## src/rotiu_pkg.sv

```systemverilog
package rotiu_pkg;

    // operations carried out by the unit
    typedef enum logic {
        ROTIU_ROTATE_LEFT_NO_CARRY_OP,
        ROTIU_ROTATE_RIGHT_THROUGH_CARRY_OP
    } rotiu_op_e;

    // operand encoding bits
    localparam logic DEST_WORKING = 1'b0;
    localparam logic DEST_FILE = 1'b1;
    localparam logic ACCESS_BANK_SEL = 1'b0;
    localparam logic ACCESS_BSR_SEL = 1'b1;

    // addressing
    localparam int ADDR_W = 12;
    localparam logic [7:0] ACCESS_LOW_LIMIT = 8'h5F;
    localparam logic [3:0] ACCESS_HIGH_BANK = 4'hF;
    localparam logic [3:0] ACCESS_LOW_BANK = 4'h0;

    // register port map (byte addresses)
    localparam logic [7:0] REG_CTRL_OFS = 8'h00;
    localparam logic [7:0] REG_BANK_SELECT_OFS = 8'h04;
    localparam logic [7:0] REG_STATUS_OFS = 8'h08;
    localparam logic [7:0] REG_WORKING_OFS = 8'h0C;

    // field positions
    localparam int CTRL_EXT_EN_BIT = 0;
    localparam int STATUS_C_BIT = 0;
    localparam int STATUS_Z_BIT = 1;
    localparam int STATUS_N_BIT = 2;
    localparam int STATUS_BUSY_BIT = 3;

    // reset values
    localparam logic CTRL_EXT_EN_RST = 1'b0;
    localparam logic [3:0] BANK_SELECT_RST = 4'h0;
    localparam logic [7:0] WORKING_RST = 8'h00;
    localparam logic FLAG_RST = 1'b0;

endpackage : rotiu_pkg

```

## src/rotiu_top.sv

```systemverilog
// Implementation choices: the plain strobed port and the register offsets.
`timescale 1ns/1ns
`default_nettype none

// Functional notes
// - left rotate, bit 7 wraps into bit 0
// - right rotate through carry, bit 0 to carry
// - dest 0 writes working register only
// - dest 1 writes result back to operand
// - access bit 0 uses access bank
// - access bit 1 uses bank select register
// - extended set, access bit 0, low address uses indexed offset
module rotiu_top
    import rotiu_pkg::*;
(
    // clock and reset
    input wire logic sys_clk,
    input wire logic nrst,
    // instruction decoder request
    input wire logic op_valid,
    output logic op_ready,
    input wire rotiu_op_e op_sel,
    input wire logic [7:0] op_file,
    input wire logic op_dest,
    input wire logic op_access,
    output logic op_done,
    // index pointer for indexed literal offset mode
    input wire logic [ADDR_W-1:0] index_ptr,
    // data memory port, read data one cycle after mem_rd
    output logic [ADDR_W-1:0] mem_addr,
    output logic mem_rd,
    input wire logic [7:0] mem_rdata,
    output logic mem_wr,
    output logic [7:0] mem_wdata,
    // register port
    input wire logic [7:0] reg_addr,
    input wire logic [7:0] reg_wdata,
    input wire logic reg_wr,
    input wire logic reg_rd,
    output logic [7:0] reg_rdata,
    // state seen by the core
    output logic [7:0] working_out,
    output logic carry_out,
    output logic zero_out,
    output logic negative_out
);

    typedef enum logic [2:0] {
        ST_IDLE,
        ST_DECODE,
        ST_READ,
        ST_PROCESS,
        ST_WRITE
    } rotiu_state_e;

    rotiu_state_e state_r;
    rotiu_state_e state_nxt;
    rotiu_op_e op_r;
    logic dest_r;
    logic access_r;
    logic [7:0] file_r;
    logic [ADDR_W-1:0] addr_r;
    logic [ADDR_W-1:0] addr_nxt;
    logic [7:0] status_word;
    logic [7:0] result_r;
    logic [7:0] result_nxt;
    logic carry_res_r;
    logic carry_res_nxt;
    logic ext_en_r;
    logic [3:0] bank_select_register_r;
    logic [7:0] working_r;
    logic carry_r;
    logic zero_r;
    logic negative_r;
    logic mem_rd_r;
    logic mem_wr_r;
    logic [7:0] mem_wdata_r;
    logic op_done_r;
    logic [7:0] reg_rdata_r;
    logic wr_ctrl;
    logic wr_bank;
    logic wr_status;
    logic wr_working;
    logic writeback;

    // phase sequencer: decode, read, process, write
    always_comb begin
        state_nxt = state_r;
        case (state_r)
            ST_IDLE: begin
                if (op_valid) begin
                    state_nxt = ST_DECODE;
                end
            end
            ST_DECODE: state_nxt = ST_READ;
            ST_READ: state_nxt = ST_PROCESS;
            ST_PROCESS: state_nxt = ST_WRITE;
            ST_WRITE: state_nxt = ST_IDLE;
            default: state_nxt = ST_IDLE;
        endcase
    end

    always_ff @(posedge sys_clk or negedge nrst) begin
        if (!nrst) begin
            state_r <= ST_IDLE;
        end else begin
            state_r <= state_nxt;
        end
    end

    assign op_ready = (state_r == ST_IDLE);

    // capture the instruction fields on acceptance
    always_ff @(posedge sys_clk or negedge nrst) begin
        if (!nrst) begin
            op_r <= ROTIU_ROTATE_LEFT_NO_CARRY_OP;
            dest_r <= DEST_FILE;
            access_r <= ACCESS_BSR_SEL;
            file_r <= 8'h00;
        end else if (op_valid && op_ready) begin
            op_r <= op_sel;
            dest_r <= op_dest;
            access_r <= op_access;
            file_r <= op_file;
        end
    end

    // operand address resolution during decode
    always_comb begin
        if (access_r == ACCESS_BSR_SEL) begin
            addr_nxt = {bank_select_register_r, file_r};
        end else if (ext_en_r && (file_r <= ACCESS_LOW_LIMIT)) begin
            // offset wraps within the data space
            addr_nxt = index_ptr + {4'h0, file_r};
        end else if (file_r <= ACCESS_LOW_LIMIT) begin
            addr_nxt = {ACCESS_LOW_BANK, file_r};
        end else begin
            addr_nxt = {ACCESS_HIGH_BANK, file_r};
        end
    end

    always_ff @(posedge sys_clk or negedge nrst) begin
        if (!nrst) begin
            addr_r <= '0;
        end else if (state_r == ST_DECODE) begin
            addr_r <= addr_nxt;
        end
    end

    // memory read strobe in the read phase, data lands in process
    always_ff @(posedge sys_clk or negedge nrst) begin
        if (!nrst) begin
            mem_rd_r <= 1'b0;
        end else begin
            mem_rd_r <= (state_nxt == ST_READ);
        end
    end

    // write data captured once, so they stay put after the write phase
    always_ff @(posedge sys_clk or negedge nrst) begin
        if (!nrst) begin
            mem_wdata_r <= 8'h00;
        end else if (state_r == ST_PROCESS) begin
            mem_wdata_r <= result_nxt;
        end
    end

    // rotate datapath
    always_comb begin
        if (op_r == ROTIU_ROTATE_LEFT_NO_CARRY_OP) begin
            result_nxt = {mem_rdata[6:0], mem_rdata[7]};
            carry_res_nxt = carry_r;
        end else begin
            result_nxt = {carry_r, mem_rdata[7:1]};
            carry_res_nxt = mem_rdata[0];
        end
    end

    always_ff @(posedge sys_clk or negedge nrst) begin
        if (!nrst) begin
            result_r <= 8'h00;
            carry_res_r <= FLAG_RST;
        end else if (state_r == ST_PROCESS) begin
            result_r <= result_nxt;
            carry_res_r <= carry_res_nxt;
        end
    end

    // write phase strobes
    assign writeback = (state_r == ST_WRITE);

    always_ff @(posedge sys_clk or negedge nrst) begin
        if (!nrst) begin
            mem_wr_r <= 1'b0;
        end else begin
            mem_wr_r <= (state_nxt == ST_WRITE) && (dest_r == DEST_FILE);
        end
    end

    always_ff @(posedge sys_clk or negedge nrst) begin
        if (!nrst) begin
            op_done_r <= 1'b0;
        end else begin
            op_done_r <= (state_nxt == ST_WRITE);
        end
    end

    // register port decode
    always_comb begin
        wr_ctrl = 1'b0;
        wr_bank = 1'b0;
        wr_status = 1'b0;
        wr_working = 1'b0;
        if (reg_wr && reg_addr == REG_CTRL_OFS) begin
            wr_ctrl = 1'b1;
        end else if (reg_wr && reg_addr == REG_BANK_SELECT_OFS) begin
            wr_bank = 1'b1;
        end else if (reg_wr && reg_addr == REG_STATUS_OFS) begin
            wr_status = 1'b1;
        end else if (reg_wr && reg_addr == REG_WORKING_OFS) begin
            wr_working = 1'b1;
        end
    end

    always_ff @(posedge sys_clk or negedge nrst) begin
        if (!nrst) begin
            ext_en_r <= CTRL_EXT_EN_RST;
        end else if (wr_ctrl) begin
            ext_en_r <= reg_wdata[CTRL_EXT_EN_BIT];
        end
    end

    always_ff @(posedge sys_clk or negedge nrst) begin
        if (!nrst) begin
            bank_select_register_r <= BANK_SELECT_RST;
        end else if (wr_bank) begin
            bank_select_register_r <= reg_wdata[3:0];
        end
    end

    // working register; the rotate result wins over a software write
    always_ff @(posedge sys_clk or negedge nrst) begin
        if (!nrst) begin
            working_r <= WORKING_RST;
        end else if (writeback && dest_r == DEST_WORKING) begin
            working_r <= result_r;
        end else if (wr_working) begin
            working_r <= reg_wdata;
        end
    end

    // flags; hardware update wins over a software write
    always_ff @(posedge sys_clk or negedge nrst) begin
        if (!nrst) begin
            carry_r <= FLAG_RST;
            zero_r <= FLAG_RST;
            negative_r <= FLAG_RST;
        end else if (writeback) begin
            carry_r <= carry_res_r;
            zero_r <= (result_r == 8'h00);
            negative_r <= result_r[7];
        end else if (wr_status) begin
            carry_r <= reg_wdata[STATUS_C_BIT];
            zero_r <= reg_wdata[STATUS_Z_BIT];
            negative_r <= reg_wdata[STATUS_N_BIT];
        end
    end

    // status word from the named field positions
    always_comb begin
        status_word = 8'h00;
        status_word[STATUS_C_BIT] = carry_r;
        status_word[STATUS_Z_BIT] = zero_r;
        status_word[STATUS_N_BIT] = negative_r;
        status_word[STATUS_BUSY_BIT] = !op_ready;
    end

    // read data one cycle after the strobe, zero otherwise
    always_ff @(posedge sys_clk or negedge nrst) begin
        if (!nrst) begin
            reg_rdata_r <= 8'h00;
        end else if (!reg_rd) begin
            reg_rdata_r <= 8'h00;
        end else if (reg_addr == REG_CTRL_OFS) begin
            reg_rdata_r <= {7'h00, ext_en_r};
        end else if (reg_addr == REG_BANK_SELECT_OFS) begin
            reg_rdata_r <= {4'h0, bank_select_register_r};
        end else if (reg_addr == REG_STATUS_OFS) begin
            reg_rdata_r <= status_word;
        end else if (reg_addr == REG_WORKING_OFS) begin
            reg_rdata_r <= working_r;
        end else begin
            reg_rdata_r <= 8'h00;
        end
    end

    assign mem_addr = addr_r;
    assign mem_rd = mem_rd_r;
    assign mem_wr = mem_wr_r;
    assign mem_wdata = mem_wdata_r;
    assign op_done = op_done_r;
    assign reg_rdata = reg_rdata_r;
    assign working_out = working_r;
    assign carry_out = carry_r;
    assign zero_out = zero_r;
    assign negative_out = negative_r;

endmodule : rotiu_top

`default_nettype wire

```

## config.mk

```make
export PLATFORM = sky130hd
export DESIGN_NAME = rotiu_top
export DESIGN_NICKNAME = d
export VERILOG_FILES = /design/src/rotiu_pkg.sv /design/src/rotiu_top.sv
export SDC_FILE = /design/constraint.sdc
export NUM_CORES = 1
export LEC_CHECK = 0
export ABC_CLOCK_PERIOD_IN_PS = 2600
export BUFFER_PORTS_ARGS = -buffer_cell sky130_fd_sc_hd__buf_2
export CAP_MARGIN = 20
export CORE_UTILIZATION = 40
export CTS_BUF_LIST = sky130_fd_sc_hd__clkbuf_8
export DETAILED_ROUTE_END_ITERATION = 12
export PLACE_DENSITY = 0.64
export SLEW_MARGIN = 15
export SYNTH_ARGS = -nofsm -noshare
export SYNTH_HDL_FRONTEND = slang
export SYNTH_SLANG_ARGS = --single-unit
```

## constraint.sdc

```tcl
create_clock -name sys_clk -period 2.6 [get_ports sys_clk]
set_input_delay 0.52 -clock sys_clk [delete_from_list [all_inputs] [get_ports sys_clk]]
set_output_delay 0.52 -clock sys_clk [all_outputs]
set_load 0.005 [all_outputs]
```

==> metrics.log, run 1 <==
INFO  metric worstMarginPinSlew = between 0.6 and 0.7 ns
INFO  metric most_numerous_cell_types_in_the_synthesized_netlist = sky130_fd_sc_hd__dfrtp_1 (60), sky130_fd_sc_hd__nand2_1 (44), sky130_fd_sc_hd__o21ai_0 (27), sky130_fd_sc_hd__mux2i_1 (24), sky130_fd_sc_hd__nor2_1 (24)
INFO  metric setup-violations-final = 0
INFO  metric postCtsSetupRepairBufs = 0
INFO  metric die_height = 92.24 microns
INFO  metric total_leakage_power = 0.002014 uW
INFO  metric first_pass_iters = 4
INFO  metric totalNegativeSetupSlack = 0 ns
INFO  metric ios = 95
INFO  metric worst_path_max_fanout = 4
INFO  metric cts_made_buffers = 9
INFO  metric synth_xor_xnor_area_share = 1.076%
INFO  metric setup_repair_after_global_routing_missed_its_margin = false
INFO  metric timing.final.crit_period = 2.135 ns
INFO  metric layout-drive-gt1-share = 33.49%
INFO  metric area_delta_synth_final = 24.97%
INFO  metric clock-skew-final = 0.01057 ns
INFO  metric gr-total-overflow = 0
INFO  metric clock_sink_count = 62
INFO  metric synth_seq_area_share = ~48%
INFO  metric port_buffers = 94
INFO  metric drt-initial-drc-count = 99
INFO  metric syn-cell-area = 3257 sq um
INFO  metric placed_standard_cell_area = 3819 sq um
INFO  metric post_synth_num_cell_types = 52
INFO  metric cts-htree-levels = 3
INFO  metric muxShareOfSynthArea = 14.06%
INFO  metric antenna_violations_before_repair = 0
INFO  metric wl_per_cell = 14.28 microns
INFO  metric post-synth-top-count-cell = sky130_fd_sc_hd__dfrtp_1
INFO  metric synthCells = approximately 320
INFO  metric power-per-cell-area = 1101 nW/um^2
INFO  metric timing.hold.ws = 0.08629 ns
INFO  metric cts_hold_fix_bufs = 0
INFO  metric grt_first_pass_wirelength = 12430 microns
INFO  metric dp_hpwl = between 5000 and 6000 microns
INFO  metric vias = 2634
INFO  metric main_area_contributors_after_synthesis = sky130_fd_sc_hd__dfrtp_1 (46%), sky130_fd_sc_hd__mux2i_1 (7.4%), sky130_fd_sc_hd__mux2_2 (5.5%), sky130_fd_sc_hd__nand2_1 (5.1%), sky130_fd_sc_hd__o21ai_0 (4.1%)
INFO  metric post-route-cell-area = 4070 sq um
INFO  metric gp_congestion = 0.8723
INFO  metric fp.coreArea = ~7800 sq um
INFO  metric drc_violation_count_after_routing = 0
INFO  metric synth.net_count = 382
INFO  metric synth_edf_count = 0
INFO  metric first_global_vias = 2596
INFO  metric worst_setup_sp_type = register
INFO  metric maxCapViolCount = 0
INFO  metric die-area = 8507 sq um
INFO  metric timing_max_transition_violations_final = 0
INFO  metric cts.path.max_buffers = 2
INFO  metric ys_warn_count = 0
INFO  metric worstSkewPairLatency = about 0.34 ns
INFO  metric yosys.area_share.simple = 17.10%
INFO  metric synth_compound_gate_area_share = 12.64%
INFO  metric timing.final.crit_share = 82.13%
INFO  metric antenna-diode-count = 0
INFO  metric clk_root_buffer_cell = sky130_fd_sc_hd__clkbuf_8
INFO  metric irDropWorstVdd = 479.6 uV
INFO  metric finalWirelength = between 7000 and 8000 microns
INFO  metric synth_top_family_by_area = simple AND/OR/NAND/NOR gates
INFO  metric final_core_utilization = 52.13%
INFO  metric fmaxAchievable = 468.3 MHz
INFO  metric syn_area_cell = around 10 sq um
INFO  metric synth_fa_ha_area_share = about 3.7%
INFO  metric final_nets = 477
INFO  metric tritoncts_clock_tree = built
INFO  metric vias_per_cell = 5.036
INFO  metric hold_viol = 0
INFO  metric pin_count_of_the_biggest_net_entering_global_routing = just under 50
INFO  metric cts.reportedPaths.clkPinSlew = ~0.080 ns
INFO  metric postCtsResizedCells = 0
INFO  metric dieWidth = between 90 and 100 microns
INFO  metric rr_startpoint = file_r[0]
INFO  metric worstPathArrival = about 2.4 ns
INFO  metric worst_ep_required_time = between 2 and 3 ns
INFO  metric yosys_most_used_dff = sky130_fd_sc_hd__dfrtp_1
INFO  metric synth.ff_latch_count = 62
INFO  metric synth_top_cell_area_share = 46.10%
INFO  metric status = finished clean
INFO  metric critical_path.startpoint = file_r[0]
INFO  metric floorplan.initialDensity = 41.71%
INFO  metric worstSetupEndpointType = register
INFO  metric slew_headroom = between 50% and 60%
INFO  metric synth_top_cell_by_area = sky130_fd_sc_hd__dfrtp_1
INFO  metric worst-setup-path-type = reg2reg
INFO  metric synthArstFlopShare = 100.0%
INFO  metric hold_class = in2async
INFO  metric detail-route-antenna-nets = 0
INFO  metric rows = 32
INFO  metric global_route.usage.total = 18.94%
critical path, cell delays in order, from the launching register on:
cell                        delay (ns)
sky130_fd_sc_hd__dfrtp_1          0.37
sky130_fd_sc_hd__ha_1             0.19
sky130_fd_sc_hd__inv_1            0.07
sky130_fd_sc_hd__fa_1             0.38
sky130_fd_sc_hd__nor2b_1          0.21
sky130_fd_sc_hd__o31a_1           0.25
sky130_fd_sc_hd__o2111ai_1        0.17
sky130_fd_sc_hd__xnor2_1          0.15
sky130_fd_sc_hd__o221a_2          0.22
cell families after synthesis:
| kind of cell | Yosys count |
|---|---|
| AOI/OAI and AO/OA | 67 |
| xor gates and xnor gates | 4 |
| adders and majority gates | 9 |
| buffers and inverters | 25 |
| DFF | 62 |
| muxes | 42 |
| and+or+nand+nor | 112 |
final timing paths:
kind	cells past startpoint	slack, ns	end
worst min register to register	2	0.49	mem_addr[2]
worst max register to register	8	0.46	mem_addr[10]
max in group asynchronous	2	1.86	access_r
min in group sys_clk	3	0.39	file_r[1]
worst min-delay path	1	0.09	mem_addr[2]
worst max-delay path	8	0.46	mem_addr[10]
per-stage QoR:
stage	power, uW	worst slack (ns)	std cells
global route	4834	0.3377	523
global placement	3383	0.3410	507
CTS	4521	0.4955	523
detailed placement	3430	0.2662	507
finish	4479	0.4647	523
floorplan	2832	0.5443	321
sequential cells by signal, indices dropped and copies added (netlist names), 3 cells and up:
name and count:
working_out 8, bank_select_register_r 4, file_r 8, mem_addr 12, reg_rdata 8, state_r 3, result_r 8
metal layers:
metal  vias to the layer above  routed length (microns)  global-route usage (%)
li1                       1328                        -                       -
met1                      1242                     3480                   25.42
met4                         0                       70                   7.031
met2                        57                     3673                   30.85
met3                         7                      242                   2.985
met5                         -                        0                       0
layout by cell type (no fill, tap or decap), drive strengths merged, types with 4 or more instances in the layout:
| master | count |
|---|---|
| buf | 97 |
| dfrtp | 60 |
| nand2 | 44 |
| o21ai | 30 |
| nor2 | 25 |
| mux2i | 24 |
| a21oi | 17 |
| mux2 | 17 |
| inv | 15 |
| clkbuf | 9 |
| nor2b | 8 |
| ha | 8 |
| nor3 | 7 |
| and3 | 4 |
| a211oi | 4 |
power by group:
| group | switching, uW | total (uW) | internal, uW | leakage (uW) |
|---|---|---|---|---|
| clock network | 419 | 1070 | 652 | 0.000126 |
| registers | 348 | 1700 | 1350 | 0.000777 |
| logic | 886 | 1710 | 827 | 0.00111 |
area by class of cell:
class	instances	area, sq um
Inverter	12	50.05
Multi-Input combinational cell	234	1582
Fill cell	732	3737
Timing Repair Buffer	97	505.5
Tap cell	102	127.6
Clock buffer	9	123.9
Sequential cell	62	1554
Clock inverter	7	127.6
Note: power is estimated with default switching activity, not from simulation.
==> run 2, diff against run 1 <==
--- a/config.mk
+++ b/config.mk
@@ -5,7 +5,7 @@
 export SDC_FILE = /design/constraint.sdc
 export NUM_CORES = 1
 export LEC_CHECK = 0
-export ABC_CLOCK_PERIOD_IN_PS = 2600
+export ABC_CLOCK_PERIOD_IN_PS = 2200
 export BUFFER_PORTS_ARGS = -buffer_cell sky130_fd_sc_hd__buf_2
 export CAP_MARGIN = 20
 export CORE_UTILIZATION = 40
==> constraint.sdc (replaced) <==
create_clock -name sys_clk -period 2.2 [get_ports sys_clk]
set_input_delay 0.44 -clock sys_clk [delete_from_list [all_inputs] [get_ports sys_clk]]
set_output_delay 0.44 -clock sys_clk [all_outputs]
set_load 0.005 [all_outputs]
==> run 2 against run 1 <==
Core utilization up 0.21 points; critical endpoint unchanged; routed wire length increased by 1.7%; global-route usage up 0.053 points.
==> metrics.log, run 2 (synthesis gave the netlist of run 1 again) <==
INFO  metric cts-htree-levels = 3
INFO  metric worst_path_max_fanout = 3
INFO  metric reg2reg_setup_slack = 0.18 ns
INFO  metric gr-total-overflow = 0
INFO  metric worstPathArrival = 2.25 ns
INFO  metric detail-route-antenna-nets = 0
INFO  metric first_global_vias = 2567
INFO  metric floorplan.initialDensity = 41.71%
INFO  metric global_route.usage.total = 19.00%
INFO  metric cts.reportedPaths.clkPinSlew = 0.08 ns
INFO  metric gp_congestion = a little over 0.8
INFO  metric worstSkewPairLatency = 0.35 ns
INFO  metric power-per-cell-area = 1285 nW/um^2
INFO  metric slew_headroom = 54.78%
INFO  metric postCtsSetupRepairBufs = 0
INFO  metric ios = 95
INFO  metric port_buffers = 94
INFO  metric rows = 32
INFO  metric finalWirelength = 7594 microns
INFO  metric largest_register_ff_count = 12
INFO  metric r2r-end = mem_addr[10]
INFO  metric cts_made_buffers = 9
INFO  metric vias_per_cell = 5.108
INFO  metric pin_count_of_the_biggest_net_entering_global_routing = 63
INFO  metric timing_max_transition_violations_final = 0
INFO  metric postCtsResizedCells = 0
INFO  metric worst_setup_sp_type = register
INFO  metric dieWidth = between 90 and 100 microns
INFO  metric worstMarginPinSlew = 0.6762 ns
INFO  metric cp_cell_sequence = ha_1, inv_1, fa_1, nor2b_2, o31a_1, o2111ai_1, xnor2_1, o221a_2
INFO  metric setup_repair_after_global_routing_missed_its_margin = false
INFO  metric rr_startpoint = file_r[0]
INFO  metric cts.path.max_buffers = 2
INFO  metric fp.coreArea = 7807 sq um
INFO  metric postLayoutSetupSlackWorst = between 0.15 and 0.2 ns
INFO  metric setup-violations-final = 0
INFO  metric totalNegativeSetupSlack = 0 ns
INFO  metric worstSetupEndpointType = register
INFO  metric final_core_utilization = a little over half
INFO  metric power = between 5000 and 6000 uW
INFO  metric total_leakage_power = between 0.002 and 0.0025 uW
INFO  metric cp_num_buf_inv = 1
INFO  metric fmaxAchievable = 494.5 MHz
INFO  metric timing.final.crit_period = 2.022 ns
INFO  metric final_nets = 482
INFO  metric first_pass_iters = 4
INFO  metric clk_root_buffer_cell = sky130_fd_sc_hd__clkbuf_8
INFO  metric maxCapViolCount = 0
INFO  metric timing.hold.ws = 0.08683 ns
INFO  metric irDropWorstVdd = 535.7 uV
INFO  metric critical-path-slowest-cell = sky130_fd_sc_hd__fa_1
INFO  metric status = finished clean
INFO  metric timing.final.crit_share = 91.92%
INFO  metric reg2regPathDepth = 8
INFO  metric vias = between 2000 and 3000
INFO  metric die-area = 8507 sq um
INFO  metric die_height = 92.24 microns
INFO  metric dp_hpwl = ~5600 microns
INFO  metric antenna-diode-count = 0
INFO  metric wl_per_cell = 14.38 microns
INFO  metric worst-setup-path-type = reg2reg
INFO  metric grt_first_pass_wirelength = 12390 microns
INFO  metric layout-drive-gt1-share = between 30% and 40%
INFO  metric hold_class = in2async
INFO  metric hold_viol = 0
INFO  metric critical-path-max-stage-delay = 0.38 ns
INFO  metric worst_ep_required_time = 2.43 ns
INFO  metric cts_hold_fix_bufs = 0
INFO  metric final_common_cell = sky130_fd_sc_hd__buf_2
INFO  metric clock_sink_count = 62
INFO  metric mostFrequentLayoutCells = sky130_fd_sc_hd__buf_2 (94), sky130_fd_sc_hd__dfrtp_1 (60), sky130_fd_sc_hd__nand2_1 (44)
INFO  metric clock-skew-final = roughly 0.0099 ns
INFO  metric drt-initial-drc-count = about 100
INFO  metric cpLargestDelayFamily = compound AO/OA/AOI/OAI gates
INFO  metric drc_violation_count_after_routing = 0
INFO  metric antenna_violations_before_repair = 0
INFO  metric tritoncts_clock_tree = built
INFO  metric placement.setup.worst_slack = 0.04042 ns
INFO  metric area_delta_synth_final = 25.47%
[run 2: cell count changes in the layout (fill, tap and decap cells not counted)]
cell                         change
sky130_fd_sc_hd__buf_4           +5
sky130_fd_sc_hd__bufinv_16       -1
sky130_fd_sc_hd__clkinv_4        -1
sky130_fd_sc_hd__clkinvlp_4      +2
sky130_fd_sc_hd__nor2b_1         -1
sky130_fd_sc_hd__nor2b_2         +1
[run 2: area by class of cell]
type	count	area, sq um
Inverter	12	50.05
Clock inverter	7	103.9
Multi-Input combinational cell	234	1584
Fill cell	733	3721
Sequential cell	62	1554
Clock buffer	9	123.9
Timing Repair Buffer	102	543.0
Tap cell	102	127.6
[run 2: worst max-delay path by stage]
stage	startpoint	end	slack (ns)	cells past startpoint
final	file_r[0]	mem_addr[10]	0.18	8
after global placement	index_ptr[0]	mem_addr[10]	0.07	9
after floorplan	index_ptr[0]	mem_addr[10]	0.22	8
after CTS	file_r[0]	mem_addr[10]	0.12	8
after global routing	file_r[0]	mem_addr[10]	0.06	8
after detailed placement	index_ptr[0]	mem_addr[10]	0.04	9
[run 2: worst reg2reg max path: stages, from the launching register on]
cell                        delay [ns]
sky130_fd_sc_hd__dfrtp_1          0.37
sky130_fd_sc_hd__ha_1             0.17
sky130_fd_sc_hd__inv_1            0.05
sky130_fd_sc_hd__fa_1             0.38
sky130_fd_sc_hd__nor2b_2          0.18
sky130_fd_sc_hd__o31a_1           0.22
sky130_fd_sc_hd__o2111ai_1        0.17
sky130_fd_sc_hd__xnor2_1          0.15
sky130_fd_sc_hd__o221a_2          0.22
[run 2: power by group]
part / switching, uW / internal, uW / total [uW]
clock: 506 / 653 / 1160
combinational: 1060 / 1020 / 2080
sequential: 418 / 1590 / 2010
[run 2: through the flow]
stage | cell area (sq um) | cells
2_1_floorplan | 3257 | 321
3_5_place_dp | 3856 | 512
5_1_grt | 4086 | 528
6_report | 4086 | 528
4_1_cts | 4084 | 528
3_3_place_gp | 3856 | 512
[run 2: metal layers]
metal / wire, microns / global-route usage (%) / part of all wire, %
met1: 3570 / 25.11 / 47
met2: 3718 / 30.78 / 49
met3: 247 / 3.317 / 3.3
met4: 58 / 7.813 / 0.76
met5: 0 / 0 / 0
